`src/hdl/acl_pkg.sv`:
```
// Constants and types for the converter command and list control block
// Summary of operation
// - A reserved command setting sets the command error flag and halts.
// - A command on an internal channel sets the command error flag only for later version high reference 11.
// - Command byte is always readable, writable only under special access.
// - Earlier versions: command bit 23 picks high reference input 0 or 1.
// - Earlier versions: command bit 22 picks low reference input 0 or 1.
// - Later version: bits 23:22 pick high reference 0..2; 11 is reserved.
// - Bits 21 to 16 select the input channel of the current conversion.
// - With both lists in double buffer mode every list end or abort swaps the result list.
// - The command list swaps at list end only with load ok and restart.
// - Intermediate info updates when a conversion flag 15..1 or end flag sets.
// - After the last command stores, end of list flag and its info update.
package acl_pkg;
    localparam logic [7:0] ADDR_CMD1 = 8'h15;
    localparam logic [7:0] ADDR_CTRL = 8'h01;
    localparam logic [7:0] ADDR_STAT = 8'h02;
    localparam logic [7:0] ADDR_MASK = 8'h03;
    localparam logic [7:0] ADDR_IMDRI = 8'h04;
    localparam logic [7:0] ADDR_EOLRI = 8'h05;
    localparam logic [7:0] ADDR_CONIF_LO = 8'h06;
    localparam logic [7:0] ADDR_CONIF_HI = 8'h07;
    localparam logic [7:0] ADDR_FLAGS = 8'h08;
    // Control register fields
    localparam int CTL_SPECIAL_MODE_ACCESS = 0;
    localparam int CTL_COMMAND_LIST_BUFFER_MODE = 1;
    localparam int CTL_RESULT_LIST_BUFFER_MODE = 2;
    localparam int CTL_LATER_VER = 3;
    localparam int CTL_ENABLE = 4;
    localparam logic [7:0] CTRL_RESET = 8'h10;
    // Status (sticky) bits
    localparam int ST_CMD_ERR = 0;
    localparam int ST_EOL = 1;
    localparam int ST_CON = 2;
    localparam int ST_ABORT = 3;
    localparam logic [3:0] STAT_RESET = 4'h0;
    localparam logic [3:0] MASK_RESET = 4'h0;
    localparam logic [7:0] CMD1_RESET = 8'h00;
    // Command byte fields
    localparam int CMD_HREF = 7;
    localparam int CMD_LREF = 6;
    localparam int CMD_CH_LO = 0;
    localparam logic [1:0] HREF_RESERVED = 2'h3;
    // Channel coding: codes at or above this are internal channels
    localparam logic [5:0] CH_INTERNAL_BASE = 6'h20;
    localparam logic [5:0] CH_EXT_LIMIT = 6'h10;
    // Result info layout: bit 0 result list, bit 1 command list
    localparam int RI_RVL = 0;
    localparam int RI_CSL = 1;

    typedef enum logic [2:0] {
        ACL_IDLE = 3'b001,
        ACL_RUN = 3'b010,
        ACL_HALT = 3'b100
    } acl_state_t;
endpackage

```
`src/hdl/acl_ctrl.sv`:
```
// Command byte, list swapping and result information control
//
// The strobed register port was decided locally.
`timescale 1ns/1ps
module acl_ctrl
    import acl_pkg::*;
(
    // Clock and reset
    input wire logic clk,
    input wire logic nrst,
    // Register port
    input wire logic [7:0] addr,
    input wire logic [7:0] wdata,
    input wire logic wr,
    input wire logic rd,
    output logic [7:0] rdata,
    // Conversion engine events
    input wire logic conv_start,
    input wire logic conv_done,
    input wire logic [3:0] conv_index,
    input wire logic list_last,
    input wire logic list_abort,
    input wire logic list_load_ok,
    input wire logic list_restart_request,
    // Converter selections
    output logic [1:0] high_ref_select,
    output logic low_ref_select,
    output logic [5:0] input_channel_select,
    output logic conv_enable,
    output logic active_csl,
    output logic active_rvl,
    // Interrupt
    output logic irq
);
    typedef struct packed {
        acl_state_t state;
        logic [7:0] cmd1;
        logic [7:0] ctrl;
        logic [3:0] stat;
        logic [3:0] mask;
        logic [15:0] conversion_flags;
        logic end_of_list_flag;
        logic command_sequence_list;
        logic result_value_list;
        logic [1:0] intermediate_result_info;
        logic [1:0] end_of_list_result_info;
        logic [7:0] rdata;
        logic [1:0] href;
        logic lref;
        logic [5:0] chan;
    } acl_regs_t;

    acl_regs_t r;
    acl_regs_t next_r;
    logic [1:0] dec_href;
    logic dec_lref;
    logic [5:0] dec_chan;
    logic cmd_reserved;
    logic both_dbl;
    logic list_end;
    logic [3:0] ev;

    acl_cmd_check u_check (
        .cmd(r.cmd1),
        .later_ver(r.ctrl[CTL_LATER_VER]),
        .high_ref_select(dec_href),
        .low_ref_select(dec_lref),
        .input_channel_select(dec_chan),
        .reserved(cmd_reserved)
    );

    always_comb begin
        next_r = r;
        both_dbl = r.ctrl[CTL_COMMAND_LIST_BUFFER_MODE] && r.ctrl[CTL_RESULT_LIST_BUFFER_MODE];
        list_end = (r.state == ACL_RUN) && (list_abort ||
            (conv_done && list_last));
        ev = 4'h0;
        unique case (r.state)
            ACL_IDLE: begin
                if (conv_start && r.ctrl[CTL_ENABLE]) begin
                    if (cmd_reserved) begin
                        ev[ST_CMD_ERR] = 1'b1;
                        next_r.state = ACL_HALT;
                    end else begin
                        next_r.href = dec_href;
                        next_r.lref = dec_lref;
                        next_r.chan = dec_chan;
                        next_r.state = ACL_RUN;
                    end
                end
            end
            ACL_RUN: begin
                if (list_abort) begin
                    ev[ST_ABORT] = 1'b1;
                    next_r.state = ACL_IDLE;
                end else if (conv_done) begin
                    if (list_last) begin
                        ev[ST_EOL] = 1'b1;
                        next_r.end_of_list_flag = 1'b1;
                    end else if (conv_index != 4'h0) begin
                        ev[ST_CON] = 1'b1;
                        next_r.conversion_flags[conv_index] = 1'b1;
                    end
                    next_r.state = ACL_IDLE;
                end
            end
            ACL_HALT: begin
                // Stays halted until software clears the error flag
                if (!r.stat[ST_CMD_ERR]) begin
                    next_r.state = ACL_IDLE;
                end
            end
            default: next_r.state = ACL_IDLE;
        endcase
        // Info captures the list that holds the just stored result
        if (ev[ST_CON]) begin
            next_r.intermediate_result_info = {r.command_sequence_list, r.result_value_list};
        end
        if (ev[ST_EOL]) begin
            next_r.intermediate_result_info = {r.command_sequence_list, r.result_value_list};
            next_r.end_of_list_result_info = {r.command_sequence_list, r.result_value_list};
        end
        if (list_end && both_dbl) begin
            next_r.result_value_list = !r.result_value_list;
            if (list_load_ok && list_restart_request) begin
                next_r.command_sequence_list = !r.command_sequence_list;
            end
        end
        // Register writes
        if (wr) begin
            unique case (addr)
                ADDR_CMD1: begin
                    if (r.ctrl[CTL_SPECIAL_MODE_ACCESS]) begin
                        next_r.cmd1 = wdata;
                    end
                end
                ADDR_CTRL: next_r.ctrl = {3'h0, wdata[4:0]};
                ADDR_STAT: next_r.stat = r.stat & ~wdata[3:0];
                ADDR_MASK: next_r.mask = wdata[3:0];
                ADDR_CONIF_LO: begin
                    next_r.conversion_flags[7:0] =
                        next_r.conversion_flags[7:0] & ~wdata;
                end
                ADDR_CONIF_HI: begin
                    next_r.conversion_flags[15:8] =
                        next_r.conversion_flags[15:8] & ~wdata;
                end
                ADDR_FLAGS: begin
                    if (wdata[0] && !ev[ST_EOL]) begin
                        next_r.end_of_list_flag = 1'b0;
                    end
                end
                default: ;
            endcase
        end
        // Set wins over the write-one clear
        next_r.stat = next_r.stat | ev;
        // Keep a flag set in the same cycle it is cleared
        if (ev[ST_CON]) begin
            next_r.conversion_flags[conv_index] = 1'b1;
        end
        next_r.conversion_flags[0] = 1'b0;
        next_r.rdata = 8'h00;
        if (rd) begin
            unique case (addr)
                ADDR_CMD1: next_r.rdata = r.cmd1;
                ADDR_CTRL: next_r.rdata = r.ctrl;
                ADDR_STAT: next_r.rdata = {4'h0, r.stat};
                ADDR_MASK: next_r.rdata = {4'h0, r.mask};
                ADDR_IMDRI: next_r.rdata = {6'h00,
                    r.intermediate_result_info};
                ADDR_EOLRI: next_r.rdata = {6'h00,
                    r.end_of_list_result_info};
                ADDR_CONIF_LO: next_r.rdata = r.conversion_flags[7:0];
                ADDR_CONIF_HI: next_r.rdata = r.conversion_flags[15:8];
                ADDR_FLAGS: next_r.rdata = {7'h00, r.end_of_list_flag};
                default: next_r.rdata = 8'h00;
            endcase
        end
    end

    always_ff @(posedge clk) begin
        if (!nrst) begin
            r.state <= ACL_IDLE;
            r.cmd1 <= CMD1_RESET;
            r.ctrl <= CTRL_RESET;
            r.stat <= STAT_RESET;
            r.mask <= MASK_RESET;
            r.conversion_flags <= 16'h0000;
            r.end_of_list_flag <= 1'b0;
            r.command_sequence_list <= 1'b0;
            r.result_value_list <= 1'b0;
            r.intermediate_result_info <= 2'h0;
            r.end_of_list_result_info <= 2'h0;
            r.rdata <= 8'h00;
            r.href <= 2'h0;
            r.lref <= 1'b0;
            r.chan <= 6'h00;
        end else begin
            r <= next_r;
        end
    end

    assign rdata = r.rdata;
    assign high_ref_select = r.href;
    assign low_ref_select = r.lref;
    assign input_channel_select = r.chan;
    assign conv_enable = r.ctrl[CTL_ENABLE] && (r.state != ACL_HALT);
    assign active_csl = r.command_sequence_list;
    assign active_rvl = r.result_value_list;
    assign irq = |(r.stat & r.mask);
endmodule

```
`src/hdl/acl_cmd_check.sv`:
```
// Decode and reserved setting check of one conversion command byte
`timescale 1ns/1ps
module acl_cmd_check
    import acl_pkg::*;
(
    // Command
    input wire logic [7:0] cmd,
    input wire logic later_ver,
    // Decoded selection
    output logic [1:0] high_ref_select,
    output logic low_ref_select,
    output logic [5:0] input_channel_select,
    output logic reserved
);
    logic internal_ch;
    logic ch_reserved;
    logic ref_reserved;

    always_comb begin
        input_channel_select = cmd[CMD_CH_LO +: 6];
        if (later_ver) begin
            high_ref_select = cmd[CMD_HREF -: 2];
            low_ref_select = 1'b0;
        end else begin
            high_ref_select = {1'b0, cmd[CMD_HREF]};
            low_ref_select = cmd[CMD_LREF];
        end
        internal_ch = input_channel_select >= CH_INTERNAL_BASE;
        ch_reserved = !internal_ch &&
            input_channel_select >= CH_EXT_LIMIT;
        ref_reserved = later_ver && high_ref_select == HREF_RESERVED;
        reserved = ch_reserved || ref_reserved;
    end
endmodule

```
`config.mk`:
```
export PLATFORM = sky130hd
export DESIGN_NAME = acl_ctrl
export DESIGN_NICKNAME = d
export VERILOG_FILES = /design/src/hdl/acl_pkg.sv /design/src/hdl/acl_ctrl.sv /design/src/hdl/acl_cmd_check.sv
export SDC_FILE = /design/constraint.sdc
export NUM_CORES = 1
export LEC_CHECK = 0
export ABC_AREA = 1
export ABC_CLOCK_PERIOD_IN_PS = 3220
export BUFFER_PORTS_ARGS = -buffer_cell sky130_fd_sc_hd__buf_2
export CAP_MARGIN = 40
export CORE_MARGIN = 5
export CORE_UTILIZATION = 40
export DETAILED_ROUTE_END_ITERATION = 10
export SETUP_SLACK_MARGIN = 0.1
export SKIP_CTS_REPAIR_TIMING = 1
export SLEW_MARGIN = 20
export SYNTH_ARGS = -nofsm -noshare
export SYNTH_HDL_FRONTEND = slang
export SYNTH_HIERARCHICAL = 1
export SYNTH_SLANG_ARGS = --single-unit
```
`constraint.sdc`:
```
create_clock -name clk -period 3.22 [get_ports clk]
set_clock_uncertainty 0.15 [all_clocks]
set_input_delay 0.483 -clock clk [delete_from_list [all_inputs] [get_ports clk]]
set_output_delay 0.483 -clock clk [all_outputs]
set_load 0.005 [all_outputs]
```
# --- Yosys cells after proc, flatten, opt, wreduce, memory -nomap -nowiden ---
# Cells that the tools add are included.
word_totals:
  wordCells: 111
  regBits: 64
classes:
  eq_ne: 17
  order_cmp: 4
  n_mux: 37
  n_reduce_logical: 27
  bitwise: 10
ops:
  columns: ["op", "count"]
  rows:
  - ["one-hot mux 8 bit (9 select lines)", 1]
  - ["two-way mux 17 bit", 3]
  - ["two-way mux 16 bit", 3]
  - ["== test 8 x 3 -> 1 bit (second input constant)", 4]
  - ["bitwise OR 16 bit", 2]
  - ["two-way mux 25 bit", 1]
  - ["two-way mux 3 bit", 6]
  - ["bitwise AND 8 bit", 2]
  - ["== test 8 x 2 -> 1 bit (second input constant)", 2]
  - ["two-way mux 8 bit", 2]
  - ["two-way mux 1 bit", 12]
  - ["two-way mux 4 bit", 3]
  - ["logical AND 1 bit", 11]
  - ["one-hot mux 3 bit (3 select lines)", 1]
  - ["AND reduction 3 bit", 3]
  - ["bitwise AND 4 bit", 2]
  - ["== test 8 x 1 -> 1 bit (second input constant)", 1]
  - ["== test 8 x 4 -> 1 bit (second input constant)", 1]
  - ["== test 8 x 5 -> 1 bit (second input constant)", 1]
  - ["two-way mux 2 bit", 4]
  - ["NOT 8 bit", 1]
  - ["AND reduction 2 bit", 4]
  - [">= comparator 6 x 5 -> 1 bit (second input constant)", 1]
  - [">= comparator 6 bit (second input constant)", 1]
  - ["17 further kinds", 23]

# --- Depth between registers and ports, before layout ---
# Gate-level depths: netlist of run 1.
depth:
  word_depth: 15
  ltp_mapped: 9
  depth_no_buf: 9

# --- By module ---
# Netlist of run 1, hierarchy kept.
by_module_without_submodules:
  columns: ["mod", "cells_per_inst", "instances", "area_per_inst_um2"]
  rows:
  - ["acl_ctrl", 443, 1, 3046.7]
  - ["acl_cmd_check", 18, 1, 91.3]

# --- Worst setup path before layout of run 1 ---
# Ideal clock, no wire load.
synth_timing:
  path_kind: "input to register"
  from: "input port addr[7]"
  to: "register r[48] (netlist bit)"
  path_stages: 8
  n_path_buf: 0
  slack_ns: 1.654
  arrival_time_ns: 1.299
  required_time_ns: 2.953
  cell_sequence: "nor2_1 > nand2_1 > inv_2 > nand2_1 > nor2_2 > inv_2 > o21ai_1 > a21oi_1"
synth_between:
  elab_chain_cells: 2
synth_rtl:
  columns: ["element", "line_no", "source"]
  rows:
  - ["start, declared", "acl_ctrl.sv:12", "input wire logic [7:0] addr,"]
  - ["== test 8 x 1 -> 1 bit", "acl_ctrl.sv:131", "unique case (addr)"]
  - ["AND reduction 2 bit (no line)", null, null]
  - ["end signal, assigned", "acl_ctrl.sv:200", "r <= next_r;"]
  - ["end, declared", "acl_ctrl.sv:53", "acl_regs_t r;"]
# Every way passes these cells.
# A chain may end at the register's enable or synchronous reset.

# --- Worst setup path after layout of run 1 ---
# Same ends and word-level chain as after synthesis.

==> results of run 1 <==
## cells by family (layout without fill, tap and decap cells)
family                    after synthesis  in the layout
AOI/OAI and AO/OA                      83             83
xor gates and xnor gates                1              1
buffers and inverters                  80            117
DFF                                    63             63
and+or+nand+nor                       234            234
## layer usage
metal	track usage (%)	vias to the layer above	wire [microns]
met2	27.0	79	3580
met3	4.10	18	586
li1	-	1531	-
met5	0	-	0
met4	6.72	0	206
met1	24.6	1315	4070
## worst paths after layout
check | start | to | slack [ps] | cells past startpoint
worst max-delay path | addr[7] | r[48] | 1450 | 9
worst max register to register | r[66] | r[32] | 1520 | 5
worst min register to register | input_channel_select[3] | input_channel_select[3] | 330 | 2
worst min-delay path | wdata[4] | r[60] | 260 | 3
## area by class of cell
type | instances | area share (%)
well taps | 102 | 3.58
multi-input cells | 318 | 41.4
repair buffers | 53 | 7.65
clock buffers | 10 | 3.86
flip-flops and latches | 63 | 35.4
clock inverters | 6 | 3.02
inverters | 48 | 5.19
## worst max-delay path, delay by kind of cell
family | cells | cell delay [ps]
buf+inv | 3 | 510
compound gates | 2 | 190
simple gates | 4 | 680
## cells in the mapped netlist, drive strengths merged
| cell | count |
|---|---|
| nand2 | 104 |
| nor2 | 72 |
| dfxtp | 63 |
| nand3 | 51 |
| inv | 46 |
| o21ai | 42 |
| a21oi | 38 |
| buf | 26 |
| clkbuf | 6 |
| a31oi | 2 |
| clkinv | 2 |
| nand4 | 2 |
| nor3 | 2 |
| nand3b | 1 |
| nor4 | 1 |
| o221ai | 1 |
| or2 | 1 |
| xor2 | 1 |
## stage by stage
| stage | hold WS, ps | instance area [sq um] | worst slack, ps |
|---|---|---|---|
| 2_1_floorplan | 289 | 3140 | 1650 |
| 3_3_place_gp | 311 | 3320 | 1170 |
| 3_5_place_dp | 318 | 3320 | 1090 |
| 4_1_cts | 243 | 3570 | 1440 |
| 5_1_grt | 276 | 3570 | 1260 |
| 6_report | 256 | 3570 | 1450 |
## registers in the layout, summed over array words and instances, names as in the netlist
name                  count
active_csl                1
active_rvl                1
high_ref_select           2
input_channel_select      6
low_ref_select            1
r                        44
rdata                     8
## power groups by stage
stage,combinational [mW],clock [mW],sequential (mW)
after detailed placement,0.138,0,0.818
after floorplan,0.0900,0,0.817
final,0.138,0.848,0.800
after global routing,0.158,0.897,0.801
after global placement,0.137,0,0.817
after CTS,0.139,0.867,0.800
==> reports/qor.csv, run 1 <==
stage,metric,value,unit
place,dp_hpwl,6480,microns
layout,seqCellArea,0.00126,sq mm
yosys,synth_cells,461,
yosys,synth_top_area_share,40.2,%
pwr,combPwrFrac,7.7,%
yosys,yosys.area.top_type,dfxtp_1,
pwr,leakage,1.62,nW
clocking,cts_buffer_depth,2,
place,gp_congestion,0.904,
critical_path,crit_required,3310,ps
floorplanning,dieWidth,98.6,microns
floorplanning,core,0.00769,sq mm
drt,ant_nets,0,
yosys,seq_area_frac_synth,40.2,%
critical_path,start_kind,input port,
pwr,totalPowerFinal,1.79,mW
yosys,avgSynthCellArea,6.81,sq um
grt,grt_pass1_vias,2841,
outcome,outcome,finished clean,
sta,slew_viol_final,0,
yosys,synth_nets,491,
grt,grt-ovfl-total,0,
yosys,muxShareOfSynthArea,0,%
run,drv_cap,0,
yosys,synth_fa_ha_area_share,0,%
floorplanning,fp.dieH,98.6,microns
yosys,yosys.area_share.simple,33.3,%
sta,hold_viol_final,0,
pwr,p_int,1.37,mW
layout,drive_above_1_share,18.7,%
critical_path,critical_path_class,in -> reg,
pwr,p_per_area,501,mW/mm^2
drt,dr_total_vias,2943,
yosys,synth_xor_area_share,0.279,%
critical_path,cp.arrival,1860,ps
yosys,synth_top_family_by_area,simple AND/OR/NAND/NOR gates,
clocking,clk_latency,350,ps
sta,rsz0062_at_grt,false,
drt,wl_per_cell,14.1,microns
layout,multi_input_area,0.00148,sq mm
yosys,ys_ff_latch,63,
yosys,synth.distinct_cells,29,
sta,setup_viol,0,
place,io_buffers,50,
layout,num_antenna_cells,0,
layout,final_common_cell,nand2_1,
floorplanning,io_pins,51,
drt,drt_iter0_drc,110,
layout,num-nets-final,523,
drt,vias_per_cell,4.91,
sta,clock.fmax,566,MHz
sta,max_slew_margin,44.6,%
pwr,clock_power_share,47.5,%
clocking,cts_root_buffer,clkbuf_8,
layout,area_growth,13.7,%
drt,routed_wl,8440,microns
place,dpl.cell_count,584,
floorplanning,initial_core_util,40.8,%
sta,fin_crit_sh,54.8,%
sta,layout_min_cycle_time,1770,ps
clocking,cts-htree-levels,3,
floorplanning,rows,32,
yosys,yosysWarnings,6,
yosys,ys_top_cells_by_area,"dfxtp_1 40%, nand2_1 12%, nand3_1 7.8%, nor2_1 7.5%, a21oi_1 6.1%",
yosys,syn_area,0.00314,sq mm
sta,tightest_slew,830,ps
drt,drc_errors,0,
critical_path,cp-end-kind,flip-flop,
drt,drtPass1Iterations,5,
grt,grt_pass1_wl,13900,microns
hold_path,hold_class,in -> reg,
pwr,switchingPower,0.415,mW
clocking,cts_tree,done,
clocking,clk_pin_slew,80,ps
critical_path,critical_path.max_fanout,23,
sta,tns,0,ps
grt,grt_start_max_net_pins,27,
pwr,irDropWorstVdd,0.000267,V
layout,fin_util,46.4,%
critical_path,critPathSlowestCell,inv_2,
floorplanning,dieArea,0.00972,sq mm
clocking,clock_sink_count,63,
critical_path,cp_slowest_stage_delay,320,ps
layout,stdcell_count,600,
critical_path,crit_chain,buf_2 > nor2_1 > nand2_1 > inv_2 > nand2_1 > nor2_2 > inv_2 > o21ai_1 > a21oi_1,
grt,grt_use_total,17.8,%
pwr,p_seq_share,44.8,%
grt,antenna_found_initial,0,
clocking,cts_inserted_buffers,9,
pwr,swShare,23.2,%
yosys,synth-compound-area-share,13.4,%
layout,fillers,834,
layout,final_cell_mix,"101 x nand2_1, 63 x nor2_1, 63 x dfxtp_1",
No activity file was read; power rests on OpenSTA's default activity.
==> run 2, diff against run 1 <==
--- a/config.mk
+++ b/config.mk
@@ -6,7 +6,7 @@
 export NUM_CORES = 1
 export LEC_CHECK = 0
 export ABC_AREA = 1
-export ABC_CLOCK_PERIOD_IN_PS = 3220
+export ABC_CLOCK_PERIOD_IN_PS = 1800
 export BUFFER_PORTS_ARGS = -buffer_cell sky130_fd_sc_hd__buf_2
 export CAP_MARGIN = 40
 export CORE_MARGIN = 5
==> constraint.sdc (replaced) <==
create_clock -name clk -period 1.8 [get_ports clk]
set_clock_uncertainty 0.15 [all_clocks]
set_input_delay 0.27 -clock clk [delete_from_list [all_inputs] [get_ports clk]]
set_output_delay 0.27 -clock clk [all_outputs]
set_load 0.005 [all_outputs]
==> run 2 against run 1 <==
Compared with the run above: first-iteration DRC count grew 110%; sequential power increased by 79%; power increased by 72%; sequential share of layout area fell by 0.087 points; hold slack worse by 220 ps; combinational power grew 80%; clock-buffer cell count rose by 3; register-to-register slack worse by 1200 ps; final area rose by 0.25%; setup slack worse by 1200 ps; non-clock buffer count rose by 4; critical path type is now reg -> out.
==> reports/qor.csv, run 2 (synthesis results as in run 1) <==
stage,metric,value,unit,change
sta,setup_viol,0,,unchanged
floorplanning,dieArea,0.00972,sq mm,unchanged
sta,max_slew_margin,76.9,%,was 44.6%
layout,top_register,r,,unchanged
layout,num_antenna_cells,0,,unchanged
sta,tightest_slew,346,ps,was 830 ps
critical_path,reg2reg_depth,6,,was 5
layout,final_common_cell,nand2_1,,unchanged
pwr,p_seq_share,46.6,%,was 44.8%
floorplanning,initial_core_util,40.8,%,unchanged
pwr,switchingPower,0.716,mW,was 0.415 mW
clocking,cts-htree-levels,3,,unchanged
grt,grt_use_total,17.8,%,about the same
hold_path,whs_path_depth,3,,unchanged
drt,dr_total_vias,3011,,was 2943
sta,fin_crit_sh,85.1,%,
outcome,outcome,finished clean,,unchanged
floorplanning,fp.dieH,98.6,microns,unchanged
sta,worst_hold_slack,38.2,ps,was 256 ps
critical_path,reg2reg_slack,360,ps,was 1520 ps
clocking,cts_buffer_depth,2,,unchanged
clocking,cts_inserted_buffers,9,,unchanged
layout,num-nets-final,527,,was 523
sta,slew_viol_final,0,,unchanged
sta,layout_setup_ws,269,ps,was 1450 ps
pwr,totalPowerFinal,3.07,mW,was 1.79 mW
sta,tns,0,ps,unchanged
place,gp_congestion,0.886,,was 0.904
drt,wl_per_cell,13.6,microns,was 14.1 microns
sta,layout_min_cycle_time,1530,ps,
layout,drive_above_1_share,18.9,%,was 18.7%
pwr,p_per_area,859,mW/mm^2,was 501 mW/mm^2
critical_path,cp.arrival,1110,ps,was 1860 ps
place,placed_area,0.00335,sq mm,was 0.00332 sq mm
pwr,leakage,1.63,nW,was 1.62 nW
hold_path,worstHoldStart,wdata[4],,unchanged
grt,grt_pass1_vias,2896,,was 2841
run,drv_cap,0,,unchanged
pwr,clock_power_share,45.4,%,was 47.5%
drt,drc_errors,0,,unchanged
pwr,p_int,2.36,mW,was 1.37 mW
hold_path,hold_class,in -> reg,,unchanged
pwr,combPwrFrac,8.1,%,was 7.7%
critical_path,critical_path_class,reg -> out,,was in -> reg
grt,antenna_found_initial,0,,unchanged
critical_path,start_kind,flip-flop,,was input port
place,io_buffers,50,,unchanged
critical_path,reg2reg_to,low_ref_select,,was r[32]
critical_path,reg2reg_from,r[64],,was r[66]
drt,drt_iter0_drc,231,,was 110
drt,drtPass1Iterations,7,,was 5
critical_path,crit_required,1380,ps,was 3310 ps
critical_path,cp-end-kind,output pin,,was flip-flop
clocking,clock_sink_count,63,,unchanged
sta,clock.fmax,653,MHz,
floorplanning,rows,32,,unchanged
place,dp_hpwl,6430,microns,was 6480 microns
critical_path,critical_path.max_fanout,3,,was 23
grt,grt_start_max_net_pins,32,,was 27
grt,grt_pass1_wl,13800,microns,was 13900 microns
place,dp_slack,84.1,ps,was 1090 ps
clocking,clk_latency,340,ps,was 350 ps
layout,final_area,0.00358,sq mm,was 0.00357 sq mm
layout,final_cell_mix,"101 x nand2_1, 63 x nor2_1, 63 x dfxtp_1",,unchanged
floorplanning,io_pins,51,,unchanged
sta,rsz0062_at_grt,false,,unchanged
clocking,cts_tree,done,,unchanged
drt,ant_nets,0,,unchanged
clocking,cts_root_buffer,clkbuf_8,,unchanged
floorplanning,core,0.00769,sq mm,unchanged
drt,vias_per_cell,4.99,,was 4.91
pwr,swShare,23.3,%,was 23.2%
hold_path,worstHoldEndpoint,r[60],,unchanged
drt,routed_wl,8220,microns,was 8440 microns
grt,grt-ovfl-total,0,,unchanged
pwr,irDropWorstVdd,0.000408,V,was 0.000267 V
sta,hold_viol_final,0,,unchanged
clocking,clk_pin_slew,70,ps,was 80 ps
layout,area_growth,14.0,%,was 13.7%
layout,largest_reg_flops,44,,unchanged
floorplanning,dieWidth,98.6,microns,unchanged
layout,fillers,825,,was 834
-- run 2: layout make-up --
cell class	instances	area [sq um]	area share [%]
Tap cell	102	128	3.57
Clock inverter	3	65.1	1.82
Multi-Input combinational cell	318	1480	41.3
Clock buffer	13	159	4.44
Inverter	48	185	5.18
Sequential cell	63	1260	35.3
Timing Repair Buffer	57	303	8.47
-- run 2: power by group through the flow --
stage                     registers (mW)  logic (mW)  clock network [mW]
after floorplan                     1.46       0.161                   0
after global placement              1.46       0.247                   0
after detailed placement            1.46       0.249                   0
after CTS                           1.43       0.250                1.43
after global routing                1.43       0.283                1.50
final                               1.43       0.248                1.39
-- run 2: critical path, stage by stage, from the launching register on --
cell,delay (ps)
dfxtp_1,380
inv_1,70
a31oi_1,180
buf_2,140
-- run 2: stage by stage --
step / std cells / utilization [%]
3_5_place_dp: 588 / 43.6
6_report: 604 / 46.5
5_1_grt: 604 / 46.5
2_1_floorplan: 461 / -
3_3_place_gp: 588 / 43.6
4_1_cts: 604 / 46.5
-- run 2: worst max-delay path by stage --
stage                               endpoint  slack (ps)  cells past startpoint     from
after floorplan                        r[48]         450                      8  addr[7]
after CTS                        conv_enable         260                      3    r[65]
final                            conv_enable         270                      3    r[65]
after global placement                 r[35]         130                      7  addr[7]
after global routing      high_ref_select[0]         130                      6    r[64]
after detailed placement               r[50]          80                      9  addr[7]
-- run 2: routing by layer --
layer | vias up | part of all wire, % | track usage [%]
met5 | - | 0 | 0
met4 | 0 | 1.5 | 5.57
met3 | 11 | 6.6 | 5.94
met2 | 100 | 44 | 27.3
met1 | 1358 | 47 | 23.6
li1 | 1542 | - | -
